$ cat src/inc/acs_pkg.sv
// constants, field layouts and types for the conversion sequencer
// ----------
// Operation
// RULE_01: software trigger starts one conversion, selected channel
// RULE_02: completion stores result, sets done, raises interrupt
// RULE_03: trigger bit self-clears once conversion begins
// RULE_04: software never retriggers while a conversion runs
// RULE_05: repeat code plus trigger starts repeating conversions
// RULE_06: repeat restarts immediately, updating results each time
// RULE_07: disable code aborts at once, result discarded
// RULE_08: reading the result clears the done flag
// RULE_09: new start clears done, keeps old result
// RULE_10: completion only after selected conversion time elapses
// RULE_11: software programs both controls before triggering
// RULE_12: stop mode aborts, resets controls, loses results
// RULE_13: no automatic resume after stop mode
// RULE_14: stop mode always disconnects the reference ladder
// RULE_15: result is 10-bit unsigned, split high/low
// RULE_16: software avoids port traffic during conversion
// RULE_17: time codes select 39 to 1248 clock periods
// RULE_18: busy flag set during conversion, cleared at end/stop
// RULE_19: reading high result clears done; read low first
// RULE_20: no start accepted four cycles after zero write
// RULE_21: done interrupt is one-cycle pulse with done flag
// ----------
package acs_pkg;

    // ----------
    // widths
    // ----------
    localparam int RESULT_W = 10;
    localparam int TIME_W = 11;

    // ----------
    // mode field codes
    // ----------
    localparam logic [1:0] MODE_DISABLE = 2'h0;
    localparam logic [1:0] MODE_SOFTWARE = 2'h1;
    localparam logic [1:0] MODE_REPEAT = 2'h3;

    // ----------
    // conversion time codes and their length in clock periods
    // ----------
    localparam logic [2:0] TCODE_39 = 3'h0;
    localparam logic [2:0] TCODE_78 = 3'h2;
    localparam logic [2:0] TCODE_156 = 3'h3;
    localparam logic [2:0] TCODE_312 = 3'h4;
    localparam logic [2:0] TCODE_624 = 3'h5;
    localparam logic [2:0] TCODE_1248 = 3'h6;
    localparam logic [TIME_W-1:0] CONV_CYC_39 = 11'h027;
    localparam logic [TIME_W-1:0] CONV_CYC_78 = 11'h04e;
    localparam logic [TIME_W-1:0] CONV_CYC_156 = 11'h09c;
    localparam logic [TIME_W-1:0] CONV_CYC_312 = 11'h138;
    localparam logic [TIME_W-1:0] CONV_CYC_624 = 11'h270;
    localparam logic [TIME_W-1:0] CONV_CYC_1248 = 11'h4e0;

    // cycles a start is held off after control one is zeroed
    localparam logic [2:0] ZERO_GUARD_CYC = 3'h4;

    // ----------
    // register layouts and reset values
    // ----------
    // control one: trigger, mode, input disable, channel
    typedef struct packed {
        logic start_trigger_bit;
        logic [1:0] conversion_mode_field;
        logic input_disable_bit;
        logic [3:0] channel_select_field;
    } acs_ctrl_one_s;

    // control two: spare, ladder, fixed one, time code, fixed zero
    typedef struct packed {
        logic [1:0] spare;
        logic ladder_connect_ctrl;
        logic fixed_one;
        logic [2:0] conv_time_field;
        logic fixed_zero;
    } acs_ctrl_two_s;

    // low result: two low result bits, done, busy, unused nibble
    typedef struct packed {
        logic [1:0] result_lsbs;
        logic conversion_done_flag;
        logic converter_busy_flag;
        logic [3:0] unused;
    } acs_result_low_s;

    localparam logic [7:0] CTRL_ONE_RESET = 8'h00;
    localparam logic [7:0] CTRL_TWO_RESET = 8'h00;
    localparam logic [7:0] CTRL_ZERO = 8'h00;
    localparam logic [RESULT_W-1:0] RESULT_RESET = 10'h000;
    localparam logic [3:0] LOW_UNUSED = 4'h0;

    // ----------
    // conversion length for a time code; reserved codes take longest
    // ----------
    // RULE_17 time code selects length
    function automatic logic [TIME_W-1:0] conv_cycles(
        input logic [2:0] code
    );
        logic [TIME_W-1:0] cyc;
        cyc = CONV_CYC_1248;
        case (code)
            TCODE_39: cyc = CONV_CYC_39;
            TCODE_78: cyc = CONV_CYC_78;
            TCODE_156: cyc = CONV_CYC_156;
            TCODE_312: cyc = CONV_CYC_312;
            TCODE_624: cyc = CONV_CYC_624;
            TCODE_1248: cyc = CONV_CYC_1248;
            default: cyc = CONV_CYC_1248;
        endcase
        return cyc;
    endfunction : conv_cycles

endpackage : acs_pkg

$ cat src/acs_conv_timer.sv
// down-counter timing one conversion
`timescale 1ns/1ns
`default_nettype none
module acs_conv_timer #(
    parameter int TIME_W = 11
) (
    // clock and reset
    input wire logic ref_clk,
    input wire logic reset_n,
    // control
    input wire logic load,
    input wire logic [TIME_W-1:0] load_cycles,
    input wire logic abort,
    // status
    output logic expired
);

    // ----------
    // counter
    // ----------
    logic [TIME_W-1:0] count_reg; // cycles left, zero when idle

    // load wins over abort so a restart in the abort cycle is kept
    always_ff @(posedge ref_clk) begin
        if (!reset_n) begin
            count_reg <= '0;
        end else if (load) begin
            count_reg <= load_cycles;
        end else if (abort) begin
            count_reg <= '0;
        end else if (count_reg != '0) begin
            count_reg <= count_reg - TIME_W'(1);
        end
    end

    // one-cycle pulse in the last cycle of the count
    assign expired = (count_reg == {{(TIME_W-1){1'b0}}, 1'b1}) && !abort;

endmodule : acs_conv_timer
`default_nettype wire

$ cat src/acs_sequencer.sv
// control and result logic of the 10-bit conversion sequencer
`timescale 1ns/1ns
`default_nettype none
module acs_sequencer (
    // clock and reset
    input wire logic ref_clk,
    input wire logic reset_n,
    // control one write port
    input wire logic ctrl_one_wr,
    input wire logic [7:0] ctrl_one_wdata,
    // control two write port
    input wire logic ctrl_two_wr,
    input wire logic [7:0] ctrl_two_wdata,
    // result read strobes
    input wire logic result_high_rd,
    input wire logic result_low_rd,
    // power state
    input wire logic stop_mode,
    // analog front end
    input wire logic [acs_pkg::RESULT_W-1:0] sar_value,
    // register contents
    output acs_pkg::acs_ctrl_one_s adc_control_one,
    output acs_pkg::acs_ctrl_two_s adc_control_two,
    output logic [7:0] result_high_reg,
    output acs_pkg::acs_result_low_s result_low_reg,
    // analog control
    output logic [3:0] channel_select,
    output logic input_disable,
    output logic sample_active,
    output logic ladder_connect,
    // interrupt request
    output logic conversion_done_irq
);

    // ---------------------------------------------------------------
    // state
    // ---------------------------------------------------------------
    typedef enum logic [1:0] {
        ACS_IDLE = 2'b00,
        ACS_CONVERT = 2'b01
    } acs_state_e;

    acs_state_e state_reg; // idle or converting
    acs_pkg::acs_ctrl_one_s ctrl_one_reg; // control one contents
    acs_pkg::acs_ctrl_two_s ctrl_two_reg; // control two contents
    logic [acs_pkg::RESULT_W-1:0] result_reg; // last stored result
    logic done_reg; // conversion done flag
    logic irq_reg; // interrupt pulse
    logic [2:0] guard_reg; // start hold-off after zero write
    logic [acs_pkg::RESULT_W-1:0] sar_meta_reg; // first sync stage
    logic [acs_pkg::RESULT_W-1:0] sar_sync_reg; // second sync stage

    // ---------------------------------------------------------------
    // decoded events
    // ---------------------------------------------------------------
    logic busy; // conversion in progress
    logic mode_valid; // mode field is software or repeat
    logic begin_conv; // conversion begins this cycle
    logic timer_done; // conversion time has elapsed
    logic finish; // result stored this cycle
    logic restart; // repeat mode chains another conversion
    logic abort_req; // disable code written mid conversion
    logic kill; // conversion dropped for any reason

    acs_pkg::acs_ctrl_one_s wr_one; // view of the incoming write

    assign wr_one = acs_pkg::acs_ctrl_one_s'(ctrl_one_wdata);
    assign busy = (state_reg == ACS_CONVERT);

    assign mode_valid =
        (ctrl_one_reg.conversion_mode_field == acs_pkg::MODE_SOFTWARE) ||
        (ctrl_one_reg.conversion_mode_field == acs_pkg::MODE_REPEAT);

    // RULE_01 triggered start
    // RULE_05 repeat entered the same way; RULE_20 guard blocks it
    assign begin_conv = ctrl_one_reg.start_trigger_bit && mode_valid &&
                        !busy && (guard_reg == 3'h0) && !stop_mode;

    // RULE_07 disable code stops the running conversion
    assign abort_req = busy && ctrl_one_wr && !stop_mode &&
        (wr_one.conversion_mode_field == acs_pkg::MODE_DISABLE);

    // RULE_12 stop mode also ends the conversion
    assign kill = abort_req || stop_mode;

    // RULE_10 completion only when the timer expires
    assign finish = busy && timer_done && !kill;

    // RULE_06 repeat chains the next conversion with no gap
    assign restart = finish &&
        (ctrl_one_reg.conversion_mode_field == acs_pkg::MODE_REPEAT);

    // ---------------------------------------------------------------
    // conversion timer
    // ---------------------------------------------------------------
    acs_conv_timer #(
        .TIME_W(acs_pkg::TIME_W)
    ) u_timer (
        .ref_clk(ref_clk),
        .reset_n(reset_n),
        .load(begin_conv || restart),
        .load_cycles(acs_pkg::conv_cycles(ctrl_two_reg.conv_time_field)),
        .abort(kill),
        .expired(timer_done)
    );

    // ---------------------------------------------------------------
    // analog value synchroniser
    // ---------------------------------------------------------------
    // the comparator settles outside this clock, so two stages first
    always_ff @(posedge ref_clk) begin
        if (!reset_n) begin
            sar_meta_reg <= acs_pkg::RESULT_RESET;
            sar_sync_reg <= acs_pkg::RESULT_RESET;
        end else begin
            sar_meta_reg <= sar_value;
            sar_sync_reg <= sar_meta_reg;
        end
    end

    // ---------------------------------------------------------------
    // sequencer state
    // ---------------------------------------------------------------
    // RULE_18 busy follows the state, cleared on finish or stop
    always_ff @(posedge ref_clk) begin
        if (!reset_n) begin
            state_reg <= ACS_IDLE;
        end else if (kill) begin
            state_reg <= ACS_IDLE;
        end else begin
            case (state_reg)
                ACS_IDLE: begin
                    if (begin_conv) begin
                        state_reg <= ACS_CONVERT;
                    end
                end
                ACS_CONVERT: begin
                    // repeat mode stays busy across the chain
                    if (finish && !restart) begin
                        state_reg <= ACS_IDLE;
                    end
                end
                default: begin
                    state_reg <= ACS_IDLE;
                end
            endcase
        end
    end

    // ---------------------------------------------------------------
    // control one
    // ---------------------------------------------------------------
    // RULE_12 stop mode reinitialises and locks the register
    // RULE_13 nothing is resumed: trigger is gone after stop
    always_ff @(posedge ref_clk) begin
        if (!reset_n) begin
            ctrl_one_reg <= acs_pkg::CTRL_ONE_RESET;
        end else if (stop_mode) begin
            ctrl_one_reg <= acs_pkg::CTRL_ONE_RESET;
        end else if (ctrl_one_wr) begin
            ctrl_one_reg <= wr_one;
            // a trigger written mid conversion is ignored
            if ((busy && !abort_req) || begin_conv) begin
                ctrl_one_reg.start_trigger_bit <= 1'b0;
            end
        end else if (begin_conv) begin
            // RULE_03 trigger clears once the conversion has begun
            ctrl_one_reg.start_trigger_bit <= 1'b0;
        end
    end

    // ---------------------------------------------------------------
    // start hold-off after a zero write
    // ---------------------------------------------------------------
    // RULE_20 four cycles with no start accepted
    always_ff @(posedge ref_clk) begin
        if (!reset_n) begin
            guard_reg <= 3'h0;
        end else if (ctrl_one_wr &&
            (ctrl_one_wdata == acs_pkg::CTRL_ZERO)) begin
            guard_reg <= acs_pkg::ZERO_GUARD_CYC;
        end else if (guard_reg != 3'h0) begin
            guard_reg <= guard_reg - 3'h1;
        end
    end

    // ---------------------------------------------------------------
    // control two
    // ---------------------------------------------------------------
    // RULE_12 stop mode reinitialises and locks this one too
    always_ff @(posedge ref_clk) begin
        if (!reset_n) begin
            ctrl_two_reg <= acs_pkg::CTRL_TWO_RESET;
        end else if (stop_mode) begin
            ctrl_two_reg <= acs_pkg::CTRL_TWO_RESET;
        end else if (ctrl_two_wr) begin
            ctrl_two_reg <= acs_pkg::acs_ctrl_two_s'(ctrl_two_wdata);
        end
    end

    // ---------------------------------------------------------------
    // result store
    // ---------------------------------------------------------------
    // RULE_07 an aborted value never reaches here (finish is gated)
    // RULE_09 a new start leaves the old result in place
    always_ff @(posedge ref_clk) begin
        if (!reset_n) begin
            result_reg <= acs_pkg::RESULT_RESET;
        end else if (stop_mode) begin
            // RULE_12 earlier results are lost
            result_reg <= acs_pkg::RESULT_RESET;
        end else if (finish) begin
            // RULE_02 result stored with the done flag
            // RULE_15 full 10-bit unsigned value
            result_reg <= sar_sync_reg;
        end
    end

    // ---------------------------------------------------------------
    // done flag
    // ---------------------------------------------------------------
    // set wins over a read in the same cycle, so no event is lost
    always_ff @(posedge ref_clk) begin
        if (!reset_n) begin
            done_reg <= 1'b0;
        end else if (stop_mode) begin
            done_reg <= 1'b0;
        end else if (finish) begin
            // RULE_02 done set at completion
            done_reg <= 1'b1;
        end else if (begin_conv) begin
            // RULE_09 a triggered start clears an unread done
            done_reg <= 1'b0;
        end else if (result_high_rd) begin
            // RULE_08 reading the result clears done
            // RULE_19 only the high half does so
            done_reg <= 1'b0;
        end
    end

    // ---------------------------------------------------------------
    // interrupt pulse
    // ---------------------------------------------------------------
    // RULE_21 one cycle, aligned with the done flag being set
    always_ff @(posedge ref_clk) begin
        if (!reset_n) begin
            irq_reg <= 1'b0;
        end else begin
            // RULE_02 interrupt raised with the result
            irq_reg <= finish;
        end
    end

    // ---------------------------------------------------------------
    // register views
    // ---------------------------------------------------------------
    // low result read has no side effect; only the high half clears
    always_comb begin
        result_low_reg.result_lsbs = result_reg[1:0];
        result_low_reg.conversion_done_flag = done_reg;
        result_low_reg.converter_busy_flag = busy;
        result_low_reg.unused = acs_pkg::LOW_UNUSED;
    end

    assign result_high_reg = result_reg[acs_pkg::RESULT_W-1:2];
    assign adc_control_one = ctrl_one_reg;
    assign adc_control_two = ctrl_two_reg;
    assign conversion_done_irq = irq_reg;

    // ---------------------------------------------------------------
    // analog control
    // ---------------------------------------------------------------
    assign channel_select = ctrl_one_reg.channel_select_field;
    assign input_disable = ctrl_one_reg.input_disable_bit;
    assign sample_active = busy;

    // RULE_14 ladder forced off in stop mode
    assign ladder_connect = !stop_mode &&
        (ctrl_two_reg.ladder_connect_ctrl || busy);

endmodule : acs_sequencer
`default_nettype wire

$ cat config.mk
export PLATFORM = sky130hd
export DESIGN_NAME = acs_sequencer
export DESIGN_NICKNAME = d
export VERILOG_FILES = /design/src/inc/acs_pkg.sv /design/src/acs_conv_timer.sv /design/src/acs_sequencer.sv
export SDC_FILE = /design/constraint.sdc
export NUM_CORES = 1
export LEC_CHECK = 0
export ABC_AREA = 1
export BUFFER_PORTS_ARGS = -buffer_cell sky130_fd_sc_hd__buf_4
export CORE_MARGIN = 2
export CORE_UTILIZATION = 40
export DETAILED_ROUTE_END_ITERATION = 16
export PLACE_DENSITY = 0.73
export REMOVE_ABC_BUFFERS = 1
export SLEW_MARGIN = 20
export SYNTH_ARGS = -nofsm -noshare
export SYNTH_HDL_FRONTEND = slang
export SYNTH_SLANG_ARGS = --single-unit
$ cat constraint.sdc
create_clock -name ref_clk -period 1.5 [get_ports ref_clk]
set_input_delay 0.225 -clock ref_clk [delete_from_list [all_inputs] [get_ports ref_clk]]
set_output_delay 0.225 -clock ref_clk [all_outputs]
set_load 0.01 [all_outputs]
==> results.yml <==
critical_path:
  timing.rr.start: "u_timer.count_reg[6]$_SDFFE_PN0P_"
  path_cells: "nor2_1 -> nand2_2 -> nor2_4 -> nand4_4 -> buf_6 -> nand4_1 -> nand3_2 -> nand2_1 -> inv_1"
  cp_slowest_cell: "dfxtp_1"
  cp_max_fo: 5
  arrival_ps: 1750
  slowest_delay_ps: 330
  cp.required_ps: 1740
  reg2reg_to: "u_timer.count_reg[1]$_SDFFE_PN0P_"
  reg2reg_depth: 9
  path_class: "reg -> reg"
  end_kind: "flop"
  reg2reg_slack_ps: -10
  cp-start-kind: "flop"
placement:
  pre_cts_ws_ps: -128
  dp_hpwl_um: 4780
  routabilityCongestion: 0.846
  port_buffers: 67
  place_area_mm2: 0.00339
worst_hold_path:
  hold_path.class: "in -> reg"
  worstHoldPathCells: 3
  hold_path_end: "sar_meta_reg[3]$_SDFF_PN0_"
  min_from: "sar_value[3]"
sta:
  rsz0062_at_grt: "yes"
  setup_ws_ps: -14.8
  hold_viol_final: 0
  finalCriticalPeriod_ps: 1510
  fin_crit_sh: 1.01
  maxSlewViolCount: 0
  fmax_ghz: 0.660
  skew_ps: 8.05
  setup_viol: 4
status:
  outcome: "complete, but fails checks"
  violations: "negative setup slack"
global_route:
  grt_max_degree: 25
  grt_pass1_wl_um: 10800
  antenna_found_initial: 0
  grt_use_total: 0.183
  gr-total-overflow: 0
  grt_pass1_vias: 2558
route:
  first_pass_iters: 5
  drc: 0
  wl_per_cell_um: 12.2
  antenna_left: 0
  vias: 2586
  first_iter_violations: 118
  wl_um: 6650
  viasPerCell: 4.74
yosys:
  synth_top_area_share: 0.457
  synth_cell_types: 30
  synth_flop_cell: "dfxtp_1"
  synth_most_common_cell: "nand2_1"
  yosysTopAreaCell: "dfxtp_1"
  syn-cell-area_mm2: 0.00276
  yosysSeqAreaShare: 0.457
  ys_ff_latch: 63
  ys_async_sr_fraction: 0
  yosysWarnings: 0
  synth-edff-count: 0
  syn-instance-count: 379
  synth_area_leaders: "dfxtp_1 46%, nand2_1 11%, inv_1 8.6%"
  ys_top_cells_by_count: "79 x nand2_1, 63 x dfxtp_1, 63 x inv_1, 39 x a21oi_1, 37 x nor2_1"
  avgSynthCellArea_um2: 7.29
cts:
  clockBufferDepth: 2
  cts_inserted_buffers: 9
  clkTransAtPathRegs_ps: 70
  h-tree-depth: 3
  clkLatencyLatePin_ps: 340
  cts_tree: "done"
  cts.sinks: 63
  clockRootBuffer: "clkbuf_8"
floorplan:
  ios: 73
  rows: 30
  die-height_um: 87.1
  die_area_mm2: 0.00758
  die_w_um: 87.1
  initial_core_util: 0.411
  coreArea_mm2: 0.00672
layout:
  stdcell_area_mm2: 0.00378
  area_growth_pct: 37.0
  largest_reg_flops: 11
  layout.nets: 499
  regArea_mm2: 0.00127
  multiInputGateArea_mm2: 0.00128
  drive_gt1_frac: 0.313
  nFillCells: 610
  diodes: 0
power:
  peakVddDrop_v: 0.000945
  power.density_mw_per_mm2: 1690
  p_leak_nw: 1.85
job:
  max_cap_viol_count: 0
-- worst max-delay path: cells and delay by family (launching register included) --
family,cells,cell delay (ps)
and+or+nand+nor,7,880
DFF,1,330
buffers and inverters,2,220
-- per-stage QoR --
| stage | utilization | total power, mW | TNS (ps) | instances | hold slack [ps] |
|---|---|---|---|---|---|
| detailed placement | 0.505 | 4.38 | -1160 | 527 | 396 |
| global placement | 0.505 | 4.30 | -742 | 527 | 392 |
| floorplan | - | 3.67 | -2560 | 361 | 318 |
| finish | 0.563 | 6.38 | -38.9 | 546 | 67.6 |
| global route | 0.563 | 6.89 | -1650 | 546 | 64.1 |
| CTS | 0.556 | 6.17 | -250 | 544 | 51.9 |
-- placed cells by master (no fill, tap or decap), types with 5 or more instances in the layout --
| cell type | Yosys | routed |
|---|---|---|
| nand3_2 | 1 | 7 |
| o21ai_0 | 23 | 18 |
| dfxtp_1 | 63 | 59 |
| inv_1 | 63 | 58 |
| a21oi_1 | 39 | 39 |
| nand2_1 | 79 | 75 |
| clkbuf_8 | 0 | 11 |
| buf_4 | 12 | 85 |
| nor3_1 | 7 | 7 |
| nor2_1 | 37 | 33 |
| nand3_1 | 20 | 12 |
| nand2_2 | 1 | 5 |
-- worst max path at each step --
stage                                       from                                  to  slack [ps]  depth (start not counted)
3_5_place_dp           guard_reg[1]$_SDFFE_PP0P_  u_timer.count_reg[10]$_SDFFE_PN0P_        -130                         10
3_3_place_gp           guard_reg[0]$_SDFFE_PP0P_   u_timer.count_reg[7]$_SDFFE_PN0P_        -100                         11
2_1_floorplan          state_reg[0]$_SDFFE_PP0P_           state_reg[0]$_SDFFE_PP0P_        -200                          5
4_1_cts        u_timer.count_reg[1]$_SDFFE_PN0P_   u_timer.count_reg[0]$_SDFFE_PN0P_         -50                         10
6_report       u_timer.count_reg[6]$_SDFFE_PN0P_   u_timer.count_reg[1]$_SDFFE_PN0P_         -10                          9
5_1_grt                guard_reg[1]$_SDFFE_PP0P_   u_timer.count_reg[1]$_SDFFE_PN0P_        -140                         11
-- power breakdown --
group | leakage [nW] | switching (mW) | internal, mW
logic | 1.23 | 1.62 | 1.18
clock network | 0.105 | 0.643 | 0.854
registers | 0.517 | 0.184 | 1.90
total | 1.85 | 2.45 | 3.93
-- cell families after synthesis --
logic type	share of synthesized area
DFF	0.457
buffers and inverters	0.138
AOI/OAI and AO/OA	0.124
adders and majority gates	0.0227
xor gates and xnor gates	0.0127
other	0.00136
and+or+nand+nor	0.245
-- timing repair --
action / CTS / global route
setup endpoints to repair: 19 / 24
resized for setup: 38 / 11
gates cloned: 1 / 0
hold buffers: 0 / 0
setup buffers: 0 / 2
pin swaps: 12 / 7
endpoints found under the hold margin: 0 / 0
-- final cells by class --
class / count / share of cell area
well taps: 80 / 0.0265
clock buffers: 11 / 0.0400
repair buffers: 88 / 0.180
inverters: 65 / 0.0658
multi-input cells: 234 / 0.338
flip-flops and latches: 63 / 0.335
clock inverters: 5 / 0.0149
-- layer usage --
layer  track usage  routed length (um)  up-vias
met3        0.0502                 375        9
met5             0                   0        -
met4        0.0881                  98        0
li1              -                   -     1331
met2         0.338                3590       70
met1         0.188                2590     1176
(Power assumes the default switching activity.)
